<file path="src/flash_guard_pkg.sv">
// shared constants and carrier types for the flash page lock guard
package flash_guard_pkg;

  // ==========================================================
  // geometry
  localparam int PAGE_BITS_DEFAULT  = 4;
  localparam int ADDR_BITS_DEFAULT  = 13;
  localparam int DATA_BITS          = 8;

  // ==========================================================
  // requester and operation codes
  typedef enum logic [1:0]
  {
    REQ_DEBUG   = 2'b00,
    REQ_FW      = 2'b01,
    REQ_NONE    = 2'b10
  } requester_type;

  typedef enum logic [1:0]
  {
    OP_READ     = 2'b00,
    OP_WRITE    = 2'b01,
    OP_ERASE    = 2'b10,
    OP_DEV_ERASE = 2'b11
  } flash_op_type;

  // ==========================================================
  // access request carrier
  typedef struct packed
  {
    requester_type who;
    flash_op_type  op;
    logic [12:0]   addr;
    logic [12:0]   code_addr;
    logic [7:0]    wdata;
  } flash_req_type;

  // verdict carrier
  typedef struct packed
  {
    logic allow;
    logic drop;
    logic fault;
  } verdict_type;

  // ==========================================================
  // register map and fields
  localparam logic [3:0] REG_RESET_CAUSE = 4'h0;
  localparam logic [3:0] REG_IRQ_STATUS  = 4'h1;
  localparam logic [3:0] REG_IRQ_MASK    = 4'h2;
  localparam logic [3:0] REG_LOCK_ACTIVE = 4'h3;
  localparam logic [3:0] REG_LOCK_STORED = 4'h4;
  localparam int FAULT_FLAG_BIT = 0;
  localparam int EVT_DROP_BIT   = 0;
  localparam int EVT_FAULT_BIT  = 1;
  localparam int EVT_BITS       = 2;

  // ==========================================================
  // reset values
  localparam logic [7:0] LOCK_ERASED   = 8'hFF;
  localparam logic [7:0] ZERO_BYTE     = 8'h00;

endpackage

</file>
<file path="src/flash_page_lock_guard.sv">
// access guard deciding debug and firmware flash reads, writes and erases by requester and lock state
`timescale 1ns/1ps
module flash_page_lock_guard #(
  parameter int PAGE_BITS = flash_guard_pkg::PAGE_BITS_DEFAULT,
  parameter int ADDR_BITS = flash_guard_pkg::ADDR_BITS_DEFAULT,
  parameter logic [12:0] LOCK_ADDR     = 13'h1DFF,
  parameter logic [12:0] RESERVED_BASE = 13'h1E00
)(
  // clock and reset
  input  wire logic                          clk,
  input  wire logic                          arst_n,
  input  wire logic                          clk_en,
  // access request
  input  wire logic                          req_valid,
  input  wire flash_guard_pkg::flash_req_type req,
  // verdict, one cycle after the request
  output logic                               grant_valid,
  output flash_guard_pkg::verdict_type       verdict,
  output logic [7:0]                         lock_rdata,
  // flash side effects
  output logic                               flash_write_en,
  output logic                               flash_page_erase_en,
  output logic                               flash_mass_erase_en,
  output logic [12:0]                        flash_addr,
  output logic [7:0]                         flash_wdata,
  // device reset request
  output logic                               fault_reset_req,
  input  wire logic                          device_reset_done,
  // register port
  input  wire logic [3:0]                    reg_addr,
  input  wire logic [7:0]                    reg_wdata,
  input  wire logic                          reg_wr,
  input  wire logic                          reg_rd,
  output logic [7:0]                         reg_rdata,
  output logic                               irq
);

  // page that holds the lock byte
  localparam logic [PAGE_BITS-1:0] LOCK_PAGE = LOCK_ADDR[ADDR_BITS-1 -: PAGE_BITS];

  // ==========================================================
  // state
  // stored is the value held in flash, active the copy that governs the checks
  logic [7:0]                           lock_stored_reg;
  logic [7:0]                           lock_stored_next;
  logic [7:0]                           lock_active_reg;
  logic [7:0]                           lock_active_next;
  logic                                 lock_written_reg;
  logic                                 lock_written_next;
  logic                                 fault_flag_reg;
  logic                                 fault_flag_next;
  logic                                 fault_req_reg;
  logic                                 fault_req_next;
  logic [flash_guard_pkg::EVT_BITS-1:0] status_reg;
  logic [flash_guard_pkg::EVT_BITS-1:0] status_next;
  logic [flash_guard_pkg::EVT_BITS-1:0] mask_reg;
  logic [flash_guard_pkg::EVT_BITS-1:0] mask_next;
  logic                                 gv_reg;
  logic                                 gv_next;
  flash_guard_pkg::verdict_type         vd_reg;
  flash_guard_pkg::verdict_type         vd_next;
  logic [7:0]                           lrd_reg;
  logic [7:0]                           lrd_next;
  logic                                 fw_reg;
  logic                                 fw_next;
  logic                                 fpe_reg;
  logic                                 fpe_next;
  logic                                 fme_reg;
  logic                                 fme_next;
  logic [12:0]                          fa_reg;
  logic [12:0]                          fa_next;
  logic [7:0]                           fd_reg;
  logic [7:0]                           fd_next;
  logic [7:0]                           rd_reg;
  logic [7:0]                           rd_next;

  // ==========================================================
  // page classification
  // page index of a flash address: the top address bits pick the page
  function automatic logic [PAGE_BITS-1:0] page_of(input logic [12:0] a);
    page_of = a[ADDR_BITS-1 -: PAGE_BITS];
  endfunction

  // a clear lock bit locks its page; pages beyond the lock byte's width
  // can never be locked one by one, only the lock page follows any lock
  function automatic logic page_locked(input logic [12:0] a, input logic [7:0] lb);
    logic [PAGE_BITS-1:0] pg;
    logic                 any;
    pg  = page_of(a);
    any = (lb != flash_guard_pkg::LOCK_ERASED);
    if (pg == LOCK_PAGE)
    begin
      page_locked = any;
    end
    else if (int'(pg) < flash_guard_pkg::DATA_BITS)
    begin
      page_locked = !lb[pg[2:0]];
    end
    else
    begin
      page_locked = 1'b0;
    end
  endfunction

  logic any_locked;
  logic tgt_locked;
  logic src_locked;
  logic tgt_lock_page;
  logic tgt_lock_byte;
  logic tgt_reserved;
  logic is_dbg;
  logic is_fw;
  logic ok;

  always_comb
  begin
    any_locked    = (lock_active_reg != flash_guard_pkg::LOCK_ERASED);
    tgt_locked    = page_locked(req.addr, lock_active_reg);
    src_locked    = page_locked(req.code_addr, lock_active_reg);
    tgt_lock_page = (page_of(req.addr) == LOCK_PAGE);
    tgt_lock_byte = (req.addr == LOCK_ADDR);
    tgt_reserved  = (req.addr >= RESERVED_BASE);
    is_dbg        = (req.who == flash_guard_pkg::REQ_DEBUG);
    is_fw         = (req.who == flash_guard_pkg::REQ_FW);
    ok            = 1'b0;
    // the checks read the active lock copy, so a firmware lock write cannot
    // shut out the code that made it before the next device reset
    if (req.op == flash_guard_pkg::OP_DEV_ERASE)
    begin
      ok = is_dbg;
    end
    else if (tgt_reserved)
    begin
      ok = 1'b0;
    end
    else if (tgt_lock_page && req.op == flash_guard_pkg::OP_ERASE)
    begin
      ok = is_dbg && !any_locked;
    end
    else if (tgt_lock_byte && req.op == flash_guard_pkg::OP_WRITE)
    begin
      // any change once written is refused; bit changes count as lock edits
      ok = !lock_written_reg && (!any_locked || (is_fw && src_locked));
    end
    else if (tgt_lock_page)
    begin
      ok = !any_locked || (is_fw && src_locked);
    end
    else if (tgt_locked)
    begin
      ok = is_fw && src_locked;
    end
    else
    begin
      ok = 1'b1;
    end
  end

  // ==========================================================
  // decision and flash control
  always_comb
  begin
    lock_stored_next  = lock_stored_reg;
    lock_active_next  = lock_active_reg;
    lock_written_next = lock_written_reg;
    fault_flag_next   = fault_flag_reg;
    fault_req_next    = fault_req_reg;
    gv_next  = 1'b0;
    vd_next  = '0;
    lrd_next = lrd_reg;
    fw_next  = 1'b0;
    fpe_next = 1'b0;
    fme_next = 1'b0;
    fa_next  = fa_reg;
    fd_next  = fd_reg;
    if (device_reset_done)
    begin
      lock_active_next = lock_stored_reg;
      fault_req_next   = 1'b0;
    end
    // while a fault reset is pending the core is about to restart: ignore requests, no grant or verdict
    if (req_valid && (is_dbg || is_fw) && !fault_req_reg)
    begin
      gv_next       = 1'b1;
      vd_next.allow = ok;
      vd_next.drop  = !ok && is_dbg;
      vd_next.fault = !ok && is_fw;
      fa_next       = req.addr;
      fd_next       = req.wdata;
      if (!ok && is_fw)
      begin
        fault_req_next  = 1'b1;
        fault_flag_next = 1'b1;
      end
      if (ok)
      begin
        unique case (req.op)
          flash_guard_pkg::OP_READ:
            if (tgt_lock_byte)
              lrd_next = lock_stored_reg;
          flash_guard_pkg::OP_WRITE:
          begin
            fw_next = 1'b1;
            if (tgt_lock_byte)
            begin
              lock_stored_next  = req.wdata;
              lock_written_next = 1'b1;
              if (is_dbg)
                lock_active_next = req.wdata;
            end
          end
          flash_guard_pkg::OP_ERASE:
          begin
            fpe_next = 1'b1;
            if (tgt_lock_page)
            begin
              lock_stored_next  = flash_guard_pkg::LOCK_ERASED;
              lock_active_next  = flash_guard_pkg::LOCK_ERASED;
              lock_written_next = 1'b0;
            end
          end
          flash_guard_pkg::OP_DEV_ERASE:
          begin
            fme_next          = 1'b1;
            lock_stored_next  = flash_guard_pkg::LOCK_ERASED;
            lock_active_next  = flash_guard_pkg::LOCK_ERASED;
            lock_written_next = 1'b0;
          end
        endcase
      end
    end
  end

  // ==========================================================
  // register port and interrupts
  logic [flash_guard_pkg::EVT_BITS-1:0] evt;
  always_comb
  begin
    evt = '0;
    evt[flash_guard_pkg::EVT_DROP_BIT]  = gv_next && vd_next.drop;
    evt[flash_guard_pkg::EVT_FAULT_BIT] = gv_next && vd_next.fault;
    status_next = status_reg;
    mask_next   = mask_reg;
    rd_next     = flash_guard_pkg::ZERO_BYTE;
    if (reg_rd)
    begin
      unique case (reg_addr)
        flash_guard_pkg::REG_RESET_CAUSE:
          rd_next[flash_guard_pkg::FAULT_FLAG_BIT] = fault_flag_reg;
        flash_guard_pkg::REG_IRQ_STATUS:
        begin
          rd_next[flash_guard_pkg::EVT_BITS-1:0] = status_reg;
          status_next = '0;
        end
        flash_guard_pkg::REG_IRQ_MASK:
          rd_next[flash_guard_pkg::EVT_BITS-1:0] = mask_reg;
        flash_guard_pkg::REG_LOCK_ACTIVE:
          rd_next = lock_active_reg;
        flash_guard_pkg::REG_LOCK_STORED:
          rd_next = lock_stored_reg;
        default:
          rd_next = flash_guard_pkg::ZERO_BYTE;
      endcase
    end
    if (reg_wr && reg_addr == flash_guard_pkg::REG_IRQ_MASK)
      mask_next = reg_wdata[flash_guard_pkg::EVT_BITS-1:0];
    // set wins over the read clear
    status_next = status_next | evt;
  end

  // cause flag is cleared by writing zero to bit 0 of the cause register
  logic fault_flag_final;
  always_comb
  begin
    fault_flag_final = fault_flag_next;
    if (reg_wr && reg_addr == flash_guard_pkg::REG_RESET_CAUSE &&
        !reg_wdata[flash_guard_pkg::FAULT_FLAG_BIT] && !vd_next.fault)
      fault_flag_final = 1'b0;
  end

  // lock byte copies and fault reset state
  always_ff @(posedge clk or negedge arst_n)
  begin
    if (!arst_n)
    begin
      lock_stored_reg  <= flash_guard_pkg::LOCK_ERASED;
      lock_active_reg  <= flash_guard_pkg::LOCK_ERASED;
      lock_written_reg <= 1'b0;
      fault_flag_reg   <= 1'b0;
      fault_req_reg    <= 1'b0;
    end
    else if (clk_en)
    begin
      lock_stored_reg  <= lock_stored_next;
      lock_active_reg  <= lock_active_next;
      lock_written_reg <= lock_written_next;
      fault_flag_reg   <= fault_flag_final;
      fault_req_reg    <= fault_req_next;
    end
  end

  // verdict and flash strobes
  always_ff @(posedge clk or negedge arst_n)
  begin
    if (!arst_n)
    begin
      gv_reg  <= 1'b0;
      vd_reg  <= '0;
      lrd_reg <= flash_guard_pkg::ZERO_BYTE;
      fw_reg  <= 1'b0;
      fpe_reg <= 1'b0;
      fme_reg <= 1'b0;
      fa_reg  <= '0;
      fd_reg  <= flash_guard_pkg::ZERO_BYTE;
    end
    else if (clk_en)
    begin
      gv_reg  <= gv_next;
      vd_reg  <= vd_next;
      lrd_reg <= lrd_next;
      fw_reg  <= fw_next;
      fpe_reg <= fpe_next;
      fme_reg <= fme_next;
      fa_reg  <= fa_next;
      fd_reg  <= fd_next;
    end
  end

  // interrupt status, mask and register read data
  always_ff @(posedge clk or negedge arst_n)
  begin
    if (!arst_n)
    begin
      status_reg <= '0;
      mask_reg   <= '0;
      rd_reg     <= flash_guard_pkg::ZERO_BYTE;
    end
    else if (clk_en)
    begin
      status_reg <= status_next;
      mask_reg   <= mask_next;
      rd_reg     <= rd_next;
    end
  end

  // ==========================================================
  // outputs
  assign grant_valid         = gv_reg;
  assign verdict             = vd_reg;
  assign lock_rdata          = lrd_reg;
  assign flash_write_en      = fw_reg;
  assign flash_page_erase_en = fpe_reg;
  assign flash_mass_erase_en = fme_reg;
  assign flash_addr          = fa_reg;
  assign flash_wdata         = fd_reg;
  assign fault_reset_req     = fault_req_reg;
  assign reg_rdata           = rd_reg;
  assign irq                 = |(status_reg & mask_reg);

endmodule

</file>
<file path="config.mk">
export PLATFORM = sky130hd
export DESIGN_NAME = flash_page_lock_guard
export DESIGN_NICKNAME = d
export VERILOG_FILES = /design/src/flash_guard_pkg.sv /design/src/flash_page_lock_guard.sv
export SDC_FILE = /design/constraint.sdc
export NUM_CORES = 1
export LEC_CHECK = 0
export BUFFER_PORTS_ARGS = -buffer_cell sky130_fd_sc_hd__buf_2
export CORE_ASPECT_RATIO = 0.7
export CORE_MARGIN = 4
export CORE_UTILIZATION = 29
export DETAILED_ROUTE_END_ITERATION = 12
export GPL_TIMING_DRIVEN = 0
export SLEW_MARGIN = 20
export SYNTH_ARGS = -nofsm -noshare
export SYNTH_HDL_FRONTEND = slang
export SYNTH_SLANG_ARGS = --single-unit
</file>
<file path="constraint.sdc">
create_clock -name clk -period 2.8 [get_ports clk]
set_input_delay 0 -clock clk [delete_from_list [all_inputs] [get_ports clk]]
set_output_delay 0 -clock clk [all_outputs]
set_load 0.05 [all_outputs]
</file>
==> flow_metrics.py, run 1 <==
metrics = {
    "status": {
        "run_status": "completed",
    },
    "worst_setup_path": {
        "cp_max_fo": 8,
        "cp-end-kind": "flip-flop",
        "critPathTopFamily": "compound AO/OA/AOI/OAI gates",
        "path_class": "flip-flop to flip-flop",
        "element_type_at_the_critical_path_start": "flip-flop",
        "r2r_cells": 7,
        "timing.critical_path.arrival_ns": 2.71,
        "critical-path-slowest-cell": "dfstp_2",
        "cp_cell_sequence": "nand4_1 -> o21ai_0 -> o311ai_1 -> o21ai_2 -> o21ai_2 -> nor4_4 -> mux2_2",
        "r2r-end": "lock_rdata[6]$_DFFE_PN0P_",
        "worstPathBufferInverterCount": 0,
        "timing.critical_path.slowest_cell_delay_ns": 0.60,
        "regToRegSetupSlack_ns": 0.31,
        "r2r-start": "lock_active_reg[6]$_DFFE_PN1P_",
        "critical_path.most_common_cell": "o21ai_2",
        "timing.critical_path.required_ns": 3.02,
    },
    "detailed_routing": {
        "wl_per_cell_um": 17.29,
        "first_pass_iters": 4,
        "detail_route.iter0.violations": 184,
        "route.final.wire_length_um": 10730,
        "drc": 0,
        "routed-via-count": 3191,
        "ant_nets": 0,
        "avgViaCountPerCell": 5.138,
    },
    "cells_and_area": {
        "num_antenna_cells": 0,
        "final_cell_area_um2": 4534,
        "layout.filler_cells": 1133,
        "largest_reg_flops": 13,
        "layout-area-overhead-vs-synth_pct": 34.72,
        "final_layout_size_suffix_gt1_share_pct": 29.70,
        "post-route-util_pct": 40.59,
        "final_net_count": 520,
    },
    "timing": {
        "final_period_minus_worst_setup_slack_ns": 2.494,
        "finalClockSkew_ns": 0.006340,
        "finalHoldViolations": 0,
        "final.hold.worst_slack_ns": 0.02126,
        "timing.slew.headroom_pct": 44.96,
        "report.final.slew_viol_count": 0,
        "setup_tns_ns": 0,
        "rsz0062_at_grt": "no",
        "final.period_utilization_pct": 89.07,
        "timing_worst_slew_pin_value_ns": 0.8256,
        "fmaxAchievable_ghz": 0.4010,
        "number_of_failing_setup_endpoints_in_the_final_timing_report": 0,
    },
    "floorplanning": {
        "floorplan.core_area_um2": 11170,
        "num_rows": 32,
        "die-area_um2": 13420,
        "die_w_um": 136.8,
        "io_pins": 103,
        "die_extent_in_y_um": 98.14,
        "initial_core_util_pct": 30.13,
    },
    "pwr": {
        "ir_worst_vdd_mv": 0.4127,
        "power_uw": 3343,
        "power.density_nw_per_um2": 737.2,
        "total_leakage_power_uw": 0.002100,
    },
    "hold_path": {
        "hold_start": "reg_wr",
        "worst_hold_path_type": "input port to flip-flop",
        "min_delay_worst_endpoint": "fault_flag_reg$_DFFE_PN0P_",
        "timing.hold.worst_path_depth": 4,
    },
    "global_route": {
        "antenna_violations_before_repair": 0,
        "maximum_number_of_pins_on_one_net_before_global_route_repair": 42,
        "globalRouteOverflowTotal": 0,
        "grt_pass1_vias": 3061,
        "wire_length_of_the_first_global_routing_pass_um": 16850,
        "groute.usage.overall_pct": 16.35,
    },
    "yosys": {
        "synth_warnings": 0,
        "yosysSeqAreaShare_pct": 50.41,
        "synth_cell_type_count": 50,
        "synth_nets": 403,
        "synth-main-ff-cell": "dfrtp_1",
        "synthesis.area_per_instance_um2": 9.728,
        "synthesized_instance_count": 346,
        "area_of_the_mapped_netlist_um2": 3366,
        "postSynth.asyncResetShare_pct": 100.0,
        "ff_latch_count_synth": 67,
        "synth_edf_count": 0,
    },
    "clock_tree": {
        "cts_buffer_depth": 2,
        "ctsRootBufferMaster": "clkbuf_16",
        "clock_sinks": 67,
        "clk_pin_slew_worst_paths_ns": 0.06,
        "clock_tree_from_tritoncts": "yes",
        "cts_resized": 0,
        "tritoncts.num_buffers": 9,
        "clock_tree.htree_level_count": 3,
        "clock_insertion_delay_worst_skew_ns": 0.34,
    },
    "place": {
        "place.port_buffers": 81,
        "gp_congestion": 0.8753,
        "dp.final_hpwl_um": 7953,
        "postPlaceCellArea_um2": 3985,
    },
    "job": {
        "max_cap_violations": 0,
    },
}
[worst max-delay path by stage]
stage | startpoint | end | cells past startpoint
global route | lock_active_reg[5]$_DFFE_PN1P_ | lock_rdata[4]$_DFFE_PN0P_ | 7
finish | lock_active_reg[6]$_DFFE_PN1P_ | lock_rdata[6]$_DFFE_PN0P_ | 7
CTS | req[30] | lock_rdata[6]$_DFFE_PN0P_ | 7
floorplan | lock_active_reg[5]$_DFFE_PN1P_ | lock_rdata[0]$_DFFE_PN0P_ | 7
detailed placement | lock_active_reg[5]$_DFFE_PN1P_ | lock_rdata[6]$_DFFE_PN0P_ | 7
global placement | lock_active_reg[6]$_DFFE_PN1P_ | lock_rdata[5]$_DFFE_PN0P_ | 7
[timing repair]
item,in CTS,in global routing
endpoints found under the hold margin,89,0
buffers inserted,0,0
setup endpoints to repair,0,0
hold buffers,24,0
[logic make-up after synthesis]
group / synth area share [%]
AOI/OAI and AO/OA: 16.95
DFF: 50.41
buffers and inverters: 4.461
muxes: 9.331
and+or+nand+nor: 18.85
[worst min-delay path: stages]
cell and delay [ns]:
buf_2 0.10, nand3_1 0.09, o41ai_1 0.07, nand2_1 0.06
[power by group]
group          switching, µW  total (µW)  internal (µW)
Clock                    472        1180            706
Sequential               176        1350           1180
Combinational            518         809            291
Total                   1170        3340           2180
[per-layer routing]
layer / up-vias / wire (µm) / track usage, %
met4: 0 / 99 / 4.183
met2: 138 / 4328 / 22.18
met3: 12 / 980 / 4.737
li1: 1475 / - / -
met1: 1566 / 5325 / 25.18
met5: - / 0 / 0
[placed cells by master (no fill, tap or decap), types with 4 or more instances in the layout]
cell            n
a21oi_1        18
mux4_2          4
clkbuf_16       9
o22ai_1        17
inv_1          19
mux2_2         11
dfstp_2        16
clkbuf_1       15
nand4_1         4
nor2_1         13
mux2i_1        10
nand2_1        76
dlygate4sd3_1  24
nand2b_1        9
o22a_1          8
o21ai_0         9
nand3_1         7
buf_2          83
o221ai_1        7
dfrtp_1        51
a22oi_1         5
[stage by stage]
step | instances | setup slack (ns)
detailed placement | 581 | 0.3299
global route | 621 | 0.2010
floorplan | 346 | 0.6332
CTS | 621 | 0.3022
global placement | 580 | 0.3208
finish | 621 | 0.3060
[area by class of cell]
cell class	instances	area [µm²]	area share (%)
sequential	67	1697	37.42
multi-input combinational	240	1519	33.50
timing repair buffer	106	668.1	14.74
clock buffer	9	225.2	4.967
tap	153	191.4	4.222
clock inverter	7	83.83	1.849
buffer	20	78.83	1.738
inverter	19	71.32	1.573
[Yosys cell counts, types with 2 or more instances]
cell type / instances / area share [%]
and2_1: 3 / 0.56
o21ai_2: 2 / 0.52
mux2i_1: 10 / 3.0
mux2_2: 11 / 3.7
o21ai_1: 2 / 0.30
nor3_1: 2 / 0.30
dfrtp_1: 51 / 38
a22oi_1: 5 / 1.1
dfstp_2: 16 / 12
a31oi_1: 2 / 0.37
nor2_1: 13 / 1.4
o211ai_1: 2 / 0.45
a21oi_1: 18 / 2.7
nand3_1: 7 / 1.0
buf_1: 2 / 0.22
or4_1: 3 / 0.67
nand2b_1: 9 / 1.7
clkbuf_1: 15 / 1.7
o221ai_1: 7 / 1.8
o2111ai_1: 2 / 0.52
nand3b_1: 3 / 0.67
o22ai_1: 17 / 3.2
mux4_2: 4 / 2.7
inv_1: 19 / 2.1
nand2_1: 76 / 8.5
nand4_1: 4 / 0.74
o21ai_0: 9 / 1.3
o22a_1: 8 / 2.1
buf_2: 3 / 0.45
No activity file was read; power rests on OpenSTA's default activity.
==> run 2: changes to the inputs <==
--- a/config.mk
+++ b/config.mk
@@ -11,6 +11,7 @@
 export CORE_UTILIZATION = 29
 export DETAILED_ROUTE_END_ITERATION = 12
 export GPL_TIMING_DRIVEN = 0
+export RECOVER_POWER = 100
 export SLEW_MARGIN = 20
 export SYNTH_ARGS = -nofsm -noshare
 export SYNTH_HDL_FRONTEND = slang
==> flow_metrics.py, run 2 (synthesis results as in run 1) <==
metrics = {
    "pwr": {
        "total_leakage_power_uw": 0.001918,
        "clock_power_share_pct": 35.5,
        "power.net_switching_uw": 1171,
        "ir_worst_vdd_mv": 0.4017,
        "p_comb_share_pct": 23.7,
        "power_uw": 3324,
        "swShare_pct": 35.22,
        "power.share.sequential_pct": 40.8,
        "power.density_nw_per_um2": 743.2,
        "p_int_uw": 2154,
    },
    "place": {
        "gp_congestion": 0.8753,
        "dp.final_hpwl_um": 7953,
        "place.port_buffers": 81,
    },
    "worst_setup_path": {
        "worst_setup_path_endpoint": "lock_rdata[6]$_DFFE_PN0P_",
        "critPathTopFamily": "simple AND/OR/NAND/NOR gates",
        "timing.critical_path.arrival_ns": 2.74,
        "worstPathBufferInverterCount": 0,
        "r2r-end": "lock_rdata[6]$_DFFE_PN0P_",
        "cp_max_fo": 8,
        "timing.critical_path.slowest_cell_delay_ns": 0.62,
        "critical-path-slowest-cell": "dfstp_1",
        "cp-end-kind": "flip-flop",
        "path_class": "flip-flop to flip-flop",
        "crit_path_start": "lock_active_reg[0]$_DFFE_PN1P_",
        "regToRegSetupSlack_ns": 0.28,
        "cp_cell_sequence": "nand4_1 -> o21ai_0 -> o311ai_1 -> o21ai_2 -> o21ai_2 -> nor4_4 -> mux2_2",
        "r2r_cells": 7,
        "timing.critical_path.required_ns": 3.02,
        "r2r-start": "lock_active_reg[0]$_DFFE_PN1P_",
        "worst-path-stages": 7,
        "element_type_at_the_critical_path_start": "flip-flop",
        "critical_path.most_common_cell": "o21ai_2",
    },
    "clock_tree": {
        "clk_pin_slew_worst_paths_ns": 0.06,
        "tritoncts.num_buffers": 9,
        "clock_insertion_delay_worst_skew_ns": 0.34,
        "cts_buffer_depth": 2,
        "clock_sinks": 67,
        "clock_tree_from_tritoncts": "yes",
        "ctsRootBufferMaster": "clkbuf_16",
        "cts_resized": 0,
        "clock_tree.htree_level_count": 3,
    },
    "timing": {
        "number_of_failing_setup_endpoints_in_the_final_timing_report": 0,
        "finalHoldViolations": 0,
        "timing.slew.headroom_pct": -5.661,
        "final_period_minus_worst_setup_slack_ns": 2.523,
        "final.period_utilization_pct": 90.09,
        "finalClockSkew_ns": 0.005893,
        "report.final.slew_viol_count": 27,
        "fmaxAchievable_ghz": 0.3964,
        "rsz0062_at_grt": "no",
        "timing_worst_slew_pin_value_ns": 1.585,
        "setup_tns_ns": 0,
    },
    "cells_and_area": {
        "final_net_count": 520,
        "regArea_um2": 1697,
        "most_frequent_standard_cell_in_the_layout_excluding_fill_and_tap_cells": "nand2_1",
        "final_layout_size_suffix_gt1_share_pct": 19.23,
        "layout-area-overhead-vs-synth_pct": 32.90,
        "most-common-layout-cells": "nand2_1, clkbuf_1, dfrtp_1, buf_2, dlygate4sd3_1",
        "num_antenna_cells": 0,
        "multiInputGateArea_um2": 1519,
        "layout.filler_cells": 1161,
        "largest_reg_flops": 13,
    },
    "status": {
        "run_status": "finished with violations",
        "violations": "max-capacitance violations, max-slew violations",
    },
    "detailed_routing": {
        "first_pass_iters": 5,
        "avgViaCountPerCell": 5.105,
        "wl_per_cell_um": 17.33,
        "route.final.wire_length_um": 10760,
        "routed-via-count": 3170,
        "ant_nets": 0,
        "drc": 0,
        "detail_route.iter0.violations": 209,
    },
    "floorplanning": {
        "io_pins": 103,
        "die_w_um": 136.8,
        "floorplan.core_area_um2": 11170,
        "die_extent_in_y_um": 98.14,
        "initial_core_util_pct": 30.13,
        "die-area_um2": 13420,
        "num_rows": 32,
    },
    "global_route": {
        "globalRouteOverflowTotal": 0,
        "antenna_violations_before_repair": 0,
        "grt_pass1_vias": 3061,
        "maximum_number_of_pins_on_one_net_before_global_route_repair": 42,
        "groute.usage.overall_pct": 16.35,
        "wire_length_of_the_first_global_routing_pass_um": 16850,
    },
    "hold_path": {
        "worst_hold_path_type": "input port to flip-flop",
        "timing.hold.worst_path_depth": 4,
    },
    "job": {
        "max_cap_violations": 1,
    },
}
-- run 2: power by group through the flow --
stage	clock network [µW]	registers [µW]	logic [µW]
floorplan	0	1520	355
global placement	0	1360	766
detailed placement	0	1370	783
CTS	1210	1350	810
global route	1240	1380	853
finish	1180	1360	789
-- run 2: through the flow --
step	setup WS [ns]	util (%)	hold slack (ns)	cell area, µm²	instances
3_3_place_gp	0.3208	35.47	0.2073	3963	580
2_1_floorplan	0.6332	-	-0.2956	3366	346
6_report	0.2775	40.04	0.01639	4473	621
3_5_place_dp	0.3299	35.67	-0.05045	3985	581
4_1_cts	0.3022	40.59	0.005255	4534	621
5_1_grt	0.1240	40.04	0.05406	4473	621
-- run 2: how the worst min path moves through the flow --
stage / slack [ns] / to / from
after floorplan: -0.30 / fault_flag_reg$_DFFE_PN0P_ / arst_n
after global placement: 0.21 / flash_addr[2]$_DFFE_PN0P_ / req[23]
after detailed placement: -0.05 / flash_mass_erase_en$_DFFE_PN0P_ / arst_n
after CTS: 0.005 / fault_flag_reg$_DFFE_PN0P_ / reg_wr
after global routing: 0.05 / fault_flag_reg$_DFFE_PN0P_ / reg_wr
final: 0.02 / fault_flag_reg$_DFFE_PN0P_ / reg_wr
-- run 2: worst min-delay path, delay by kind of cell --
family / cells / cell delay (ns)
and+or+nand+nor: 2 / 0.14
buffers and inverters: 1 / 0.10
AOI/OAI and AO/OA: 1 / 0.07
-- run 2: area by class of cell --
class                   count  share of cell area (%)
repair buffers            106                   13.57
well taps                 153                   4.280
clock inverters             7                   1.874
flip-flops and latches     67                   37.93
multi-input cells         240                   33.96
inverters                  19                   1.594
clock buffers               9                   5.035
plain buffers              20                   1.762
-- run 2: layer usage --
layer,global-route usage (%),routed length [µm],share of wire [%]
met5,0,0,0
met4,4.183,99,0.92
met3,4.737,911,8.5
met2,22.18,4295,40
met1,25.18,5457,51
-- run 2: what timing repair did --
item / CTS / global route
hold endpoints to repair: 89 / 0
buffers inserted: 0 / 0
hold buffers: 24 / 0
==> run 3: changes to the inputs <==
--- a/config.mk
+++ b/config.mk
@@ -11,7 +11,7 @@
 export CORE_UTILIZATION = 29
 export DETAILED_ROUTE_END_ITERATION = 12
 export GPL_TIMING_DRIVEN = 0
-export RECOVER_POWER = 100
+export RECOVER_POWER = 50
 export SLEW_MARGIN = 20
 export SYNTH_ARGS = -nofsm -noshare
 export SYNTH_HDL_FRONTEND = slang
==> flow_metrics.py, run 3 (synthesis results as in run 1) <==
metrics = {
    "cells_and_area": {
        "layout.filler_cells": 1147,
        "fin_cells": 621,
        "final_net_count": 520,
        "largest_reg_flops": 13,
        "final_layout_size_suffix_gt1_share_pct": 24.57,
        "multiInputGateArea_um2": 1519,
        "layout-area-overhead-vs-synth_pct": 33.75,
        "num_antenna_cells": 0,
        "most-common-layout-cells": "nand2_1, buf_2, dfrtp_1, clkbuf_1, dlygate4sd3_1",
        "most_frequent_standard_cell_in_the_layout_excluding_fill_and_tap_cells": "nand2_1",
        "regArea_um2": 1697,
    },
    "timing": {
        "timing.slew.headroom_pct": -5.724,
        "final_period_minus_worst_setup_slack_ns": 2.507,
        "number_of_failing_setup_endpoints_in_the_final_timing_report": 0,
        "setup_tns_ns": 0,
        "final.hold.worst_slack_ns": 0.01692,
        "fmaxAchievable_ghz": 0.3988,
        "final.period_utilization_pct": 89.55,
        "finalHoldViolations": 0,
        "report.final.slew_viol_count": 27,
        "rsz0062_at_grt": "no",
        "timing_worst_slew_pin_value_ns": 1.586,
        "finalClockSkew_ns": 0.006706,
    },
    "pwr": {
        "power.share.sequential_pct": 40.7,
        "clock_power_share_pct": 35.4,
        "swShare_pct": 35.10,
        "ir_worst_vdd_mv": 0.4113,
        "p_int_uw": 2166,
        "power.density_nw_per_um2": 741.5,
        "total_leakage_power_uw": 0.002008,
        "power.net_switching_uw": 1171,
        "p_comb_share_pct": 24.0,
    },
    "clock_tree": {
        "clock_tree_from_tritoncts": "yes",
        "cts_buffer_depth": 2,
        "clock_insertion_delay_worst_skew_ns": 0.34,
        "ctsRootBufferMaster": "clkbuf_16",
        "clock_tree.htree_level_count": 3,
        "tritoncts.num_buffers": 9,
        "cts_resized": 0,
        "clk_pin_slew_worst_paths_ns": 0.06,
        "clock_sinks": 67,
    },
    "worst_setup_path": {
        "r2r-start": "lock_active_reg[6]$_DFFE_PN1P_",
        "regToRegSetupSlack_ns": 0.29,
        "r2r_cells": 7,
        "critical_path.most_common_cell": "o21ai_2",
        "r2r-end": "lock_rdata[6]$_DFFE_PN0P_",
        "timing.critical_path.slowest_cell_delay_ns": 0.60,
        "cp_cell_sequence": "nand4_1 -> o21ai_0 -> o311ai_1 -> o21ai_2 -> o21ai_2 -> nor4_4 -> mux2_2",
        "timing.critical_path.arrival_ns": 2.73,
        "cp-end-kind": "flip-flop",
        "path_class": "flip-flop to flip-flop",
        "critPathTopFamily": "compound AO/OA/AOI/OAI gates",
        "element_type_at_the_critical_path_start": "flip-flop",
        "timing.critical_path.required_ns": 3.02,
        "critical-path-slowest-cell": "dfstp_2",
        "cp_max_fo": 8,
        "worstPathBufferInverterCount": 0,
    },
    "floorplanning": {
        "io_pins": 103,
        "floorplan.core_area_um2": 11170,
        "die-area_um2": 13420,
        "die_extent_in_y_um": 98.14,
        "initial_core_util_pct": 30.13,
        "num_rows": 32,
        "die_w_um": 136.8,
    },
    "detailed_routing": {
        "avgViaCountPerCell": 5.116,
        "route.final.wire_length_um": 10810,
        "ant_nets": 0,
        "first_pass_iters": 4,
        "wl_per_cell_um": 17.40,
        "detail_route.iter0.violations": 179,
        "drc": 0,
        "routed-via-count": 3177,
    },
    "job": {
        "max_cap_violations": 1,
    },
    "place": {
        "dp.cells": 581,
        "gp_congestion": 0.8753,
        "dp.final_hpwl_um": 7953,
        "place.port_buffers": 81,
    },
    "hold_path": {
        "timing.hold.worst_path_depth": 4,
        "hold_start": "reg_wr",
        "worst_hold_path_type": "input port to flip-flop",
        "min_delay_worst_endpoint": "fault_flag_reg$_DFFE_PN0P_",
    },
    "status": {
        "run_status": "finished with violations",
        "violations": "max-capacitance violations, max-slew violations",
    },
    "global_route": {
        "wire_length_of_the_first_global_routing_pass_um": 16850,
        "antenna_violations_before_repair": 0,
        "globalRouteOverflowTotal": 0,
        "grt_pass1_vias": 3061,
        "groute.usage.overall_pct": 16.35,
        "maximum_number_of_pins_on_one_net_before_global_route_repair": 42,
    },
}
-- run 3: cell types whose count changed in the layout (fill, tap and decap cells not counted), sizes merged --
cell	before	now
buf	38	63
clkbuf	73	48
-- run 3: worst reg2reg max path, stage by stage, from the launching register on --
cell      delay [ns]
dfstp_2         0.60
nand4_1         0.17
o21ai_0         0.20
o311ai_1        0.17
o21ai_2         0.20
o21ai_2         0.13
nor4_4          0.51
mux2_2          0.41
-- run 3: layout make-up --
cell class | instances | area share [%]
Buffer | 20 | 1.751
Tap cell | 153 | 4.252
Multi-Input combinational cell | 240 | 33.74
Clock inverter | 7 | 1.862
Inverter | 19 | 1.584
Clock buffer | 9 | 5.003
Timing Repair Buffer | 106 | 14.12
Sequential cell | 67 | 37.69
-- run 3: power groups by stage --
stage	sequential (µW)	combinational [µW]	clock, µW
after floorplan	1520	355	0
after global placement	1360	766	0
after detailed placement	1370	783	0
after CTS	1350	810	1210
after global routing	1380	863	1240
final	1360	800	1180
-- run 3: how the worst max path moves through the flow --
stage	startpoint	slack, ns	cells after the start	endpoint
finish	lock_active_reg[6]$_DFFE_PN1P_	0.29	7	lock_rdata[6]$_DFFE_PN0P_
global route	lock_active_reg[5]$_DFFE_PN1P_	0.20	7	lock_rdata[4]$_DFFE_PN0P_
CTS	req[30]	0.30	7	lock_rdata[6]$_DFFE_PN0P_
detailed placement	lock_active_reg[5]$_DFFE_PN1P_	0.33	7	lock_rdata[6]$_DFFE_PN0P_
global placement	lock_active_reg[6]$_DFFE_PN1P_	0.32	7	lock_rdata[5]$_DFFE_PN0P_
floorplan	lock_active_reg[5]$_DFFE_PN1P_	0.63	7	lock_rdata[0]$_DFFE_PN0P_
-- run 3: per-stage QoR --
stage	util, %	power (µW)	area (µm²)	setup slack (ns)
final	40.30	3338	4502	0.2927
after global routing	40.30	3488	4502	0.2010
after CTS	40.59	3373	4534	0.3022
after detailed placement	35.67	2151	3985	0.3299
after global placement	35.47	2130	3963	0.3208
after floorplan	-	1872	3366	0.6332
-- run 3: what timing repair did --
item,CTS,global route
hold buffers,24,0
setup buffers,0,0
endpoints found under the setup margin,0,0
hold endpoints to repair,89,0
-- run 3: routing by layer --
| metal | share of wire (%) | wire length (µm) | vias to the layer above | global-route usage, % |
|---|---|---|---|---|
| met3 | 9.2 | 992 | 7 | 4.737 |
| met2 | 40 | 4372 | 141 | 22.18 |
| met1 | 50 | 5379 | 1549 | 25.18 |
| met4 | 0.58 | 63 | 0 | 4.183 |
| li1 | - | - | 1480 | - |
| met5 | 0 | 0 | - | 0 |
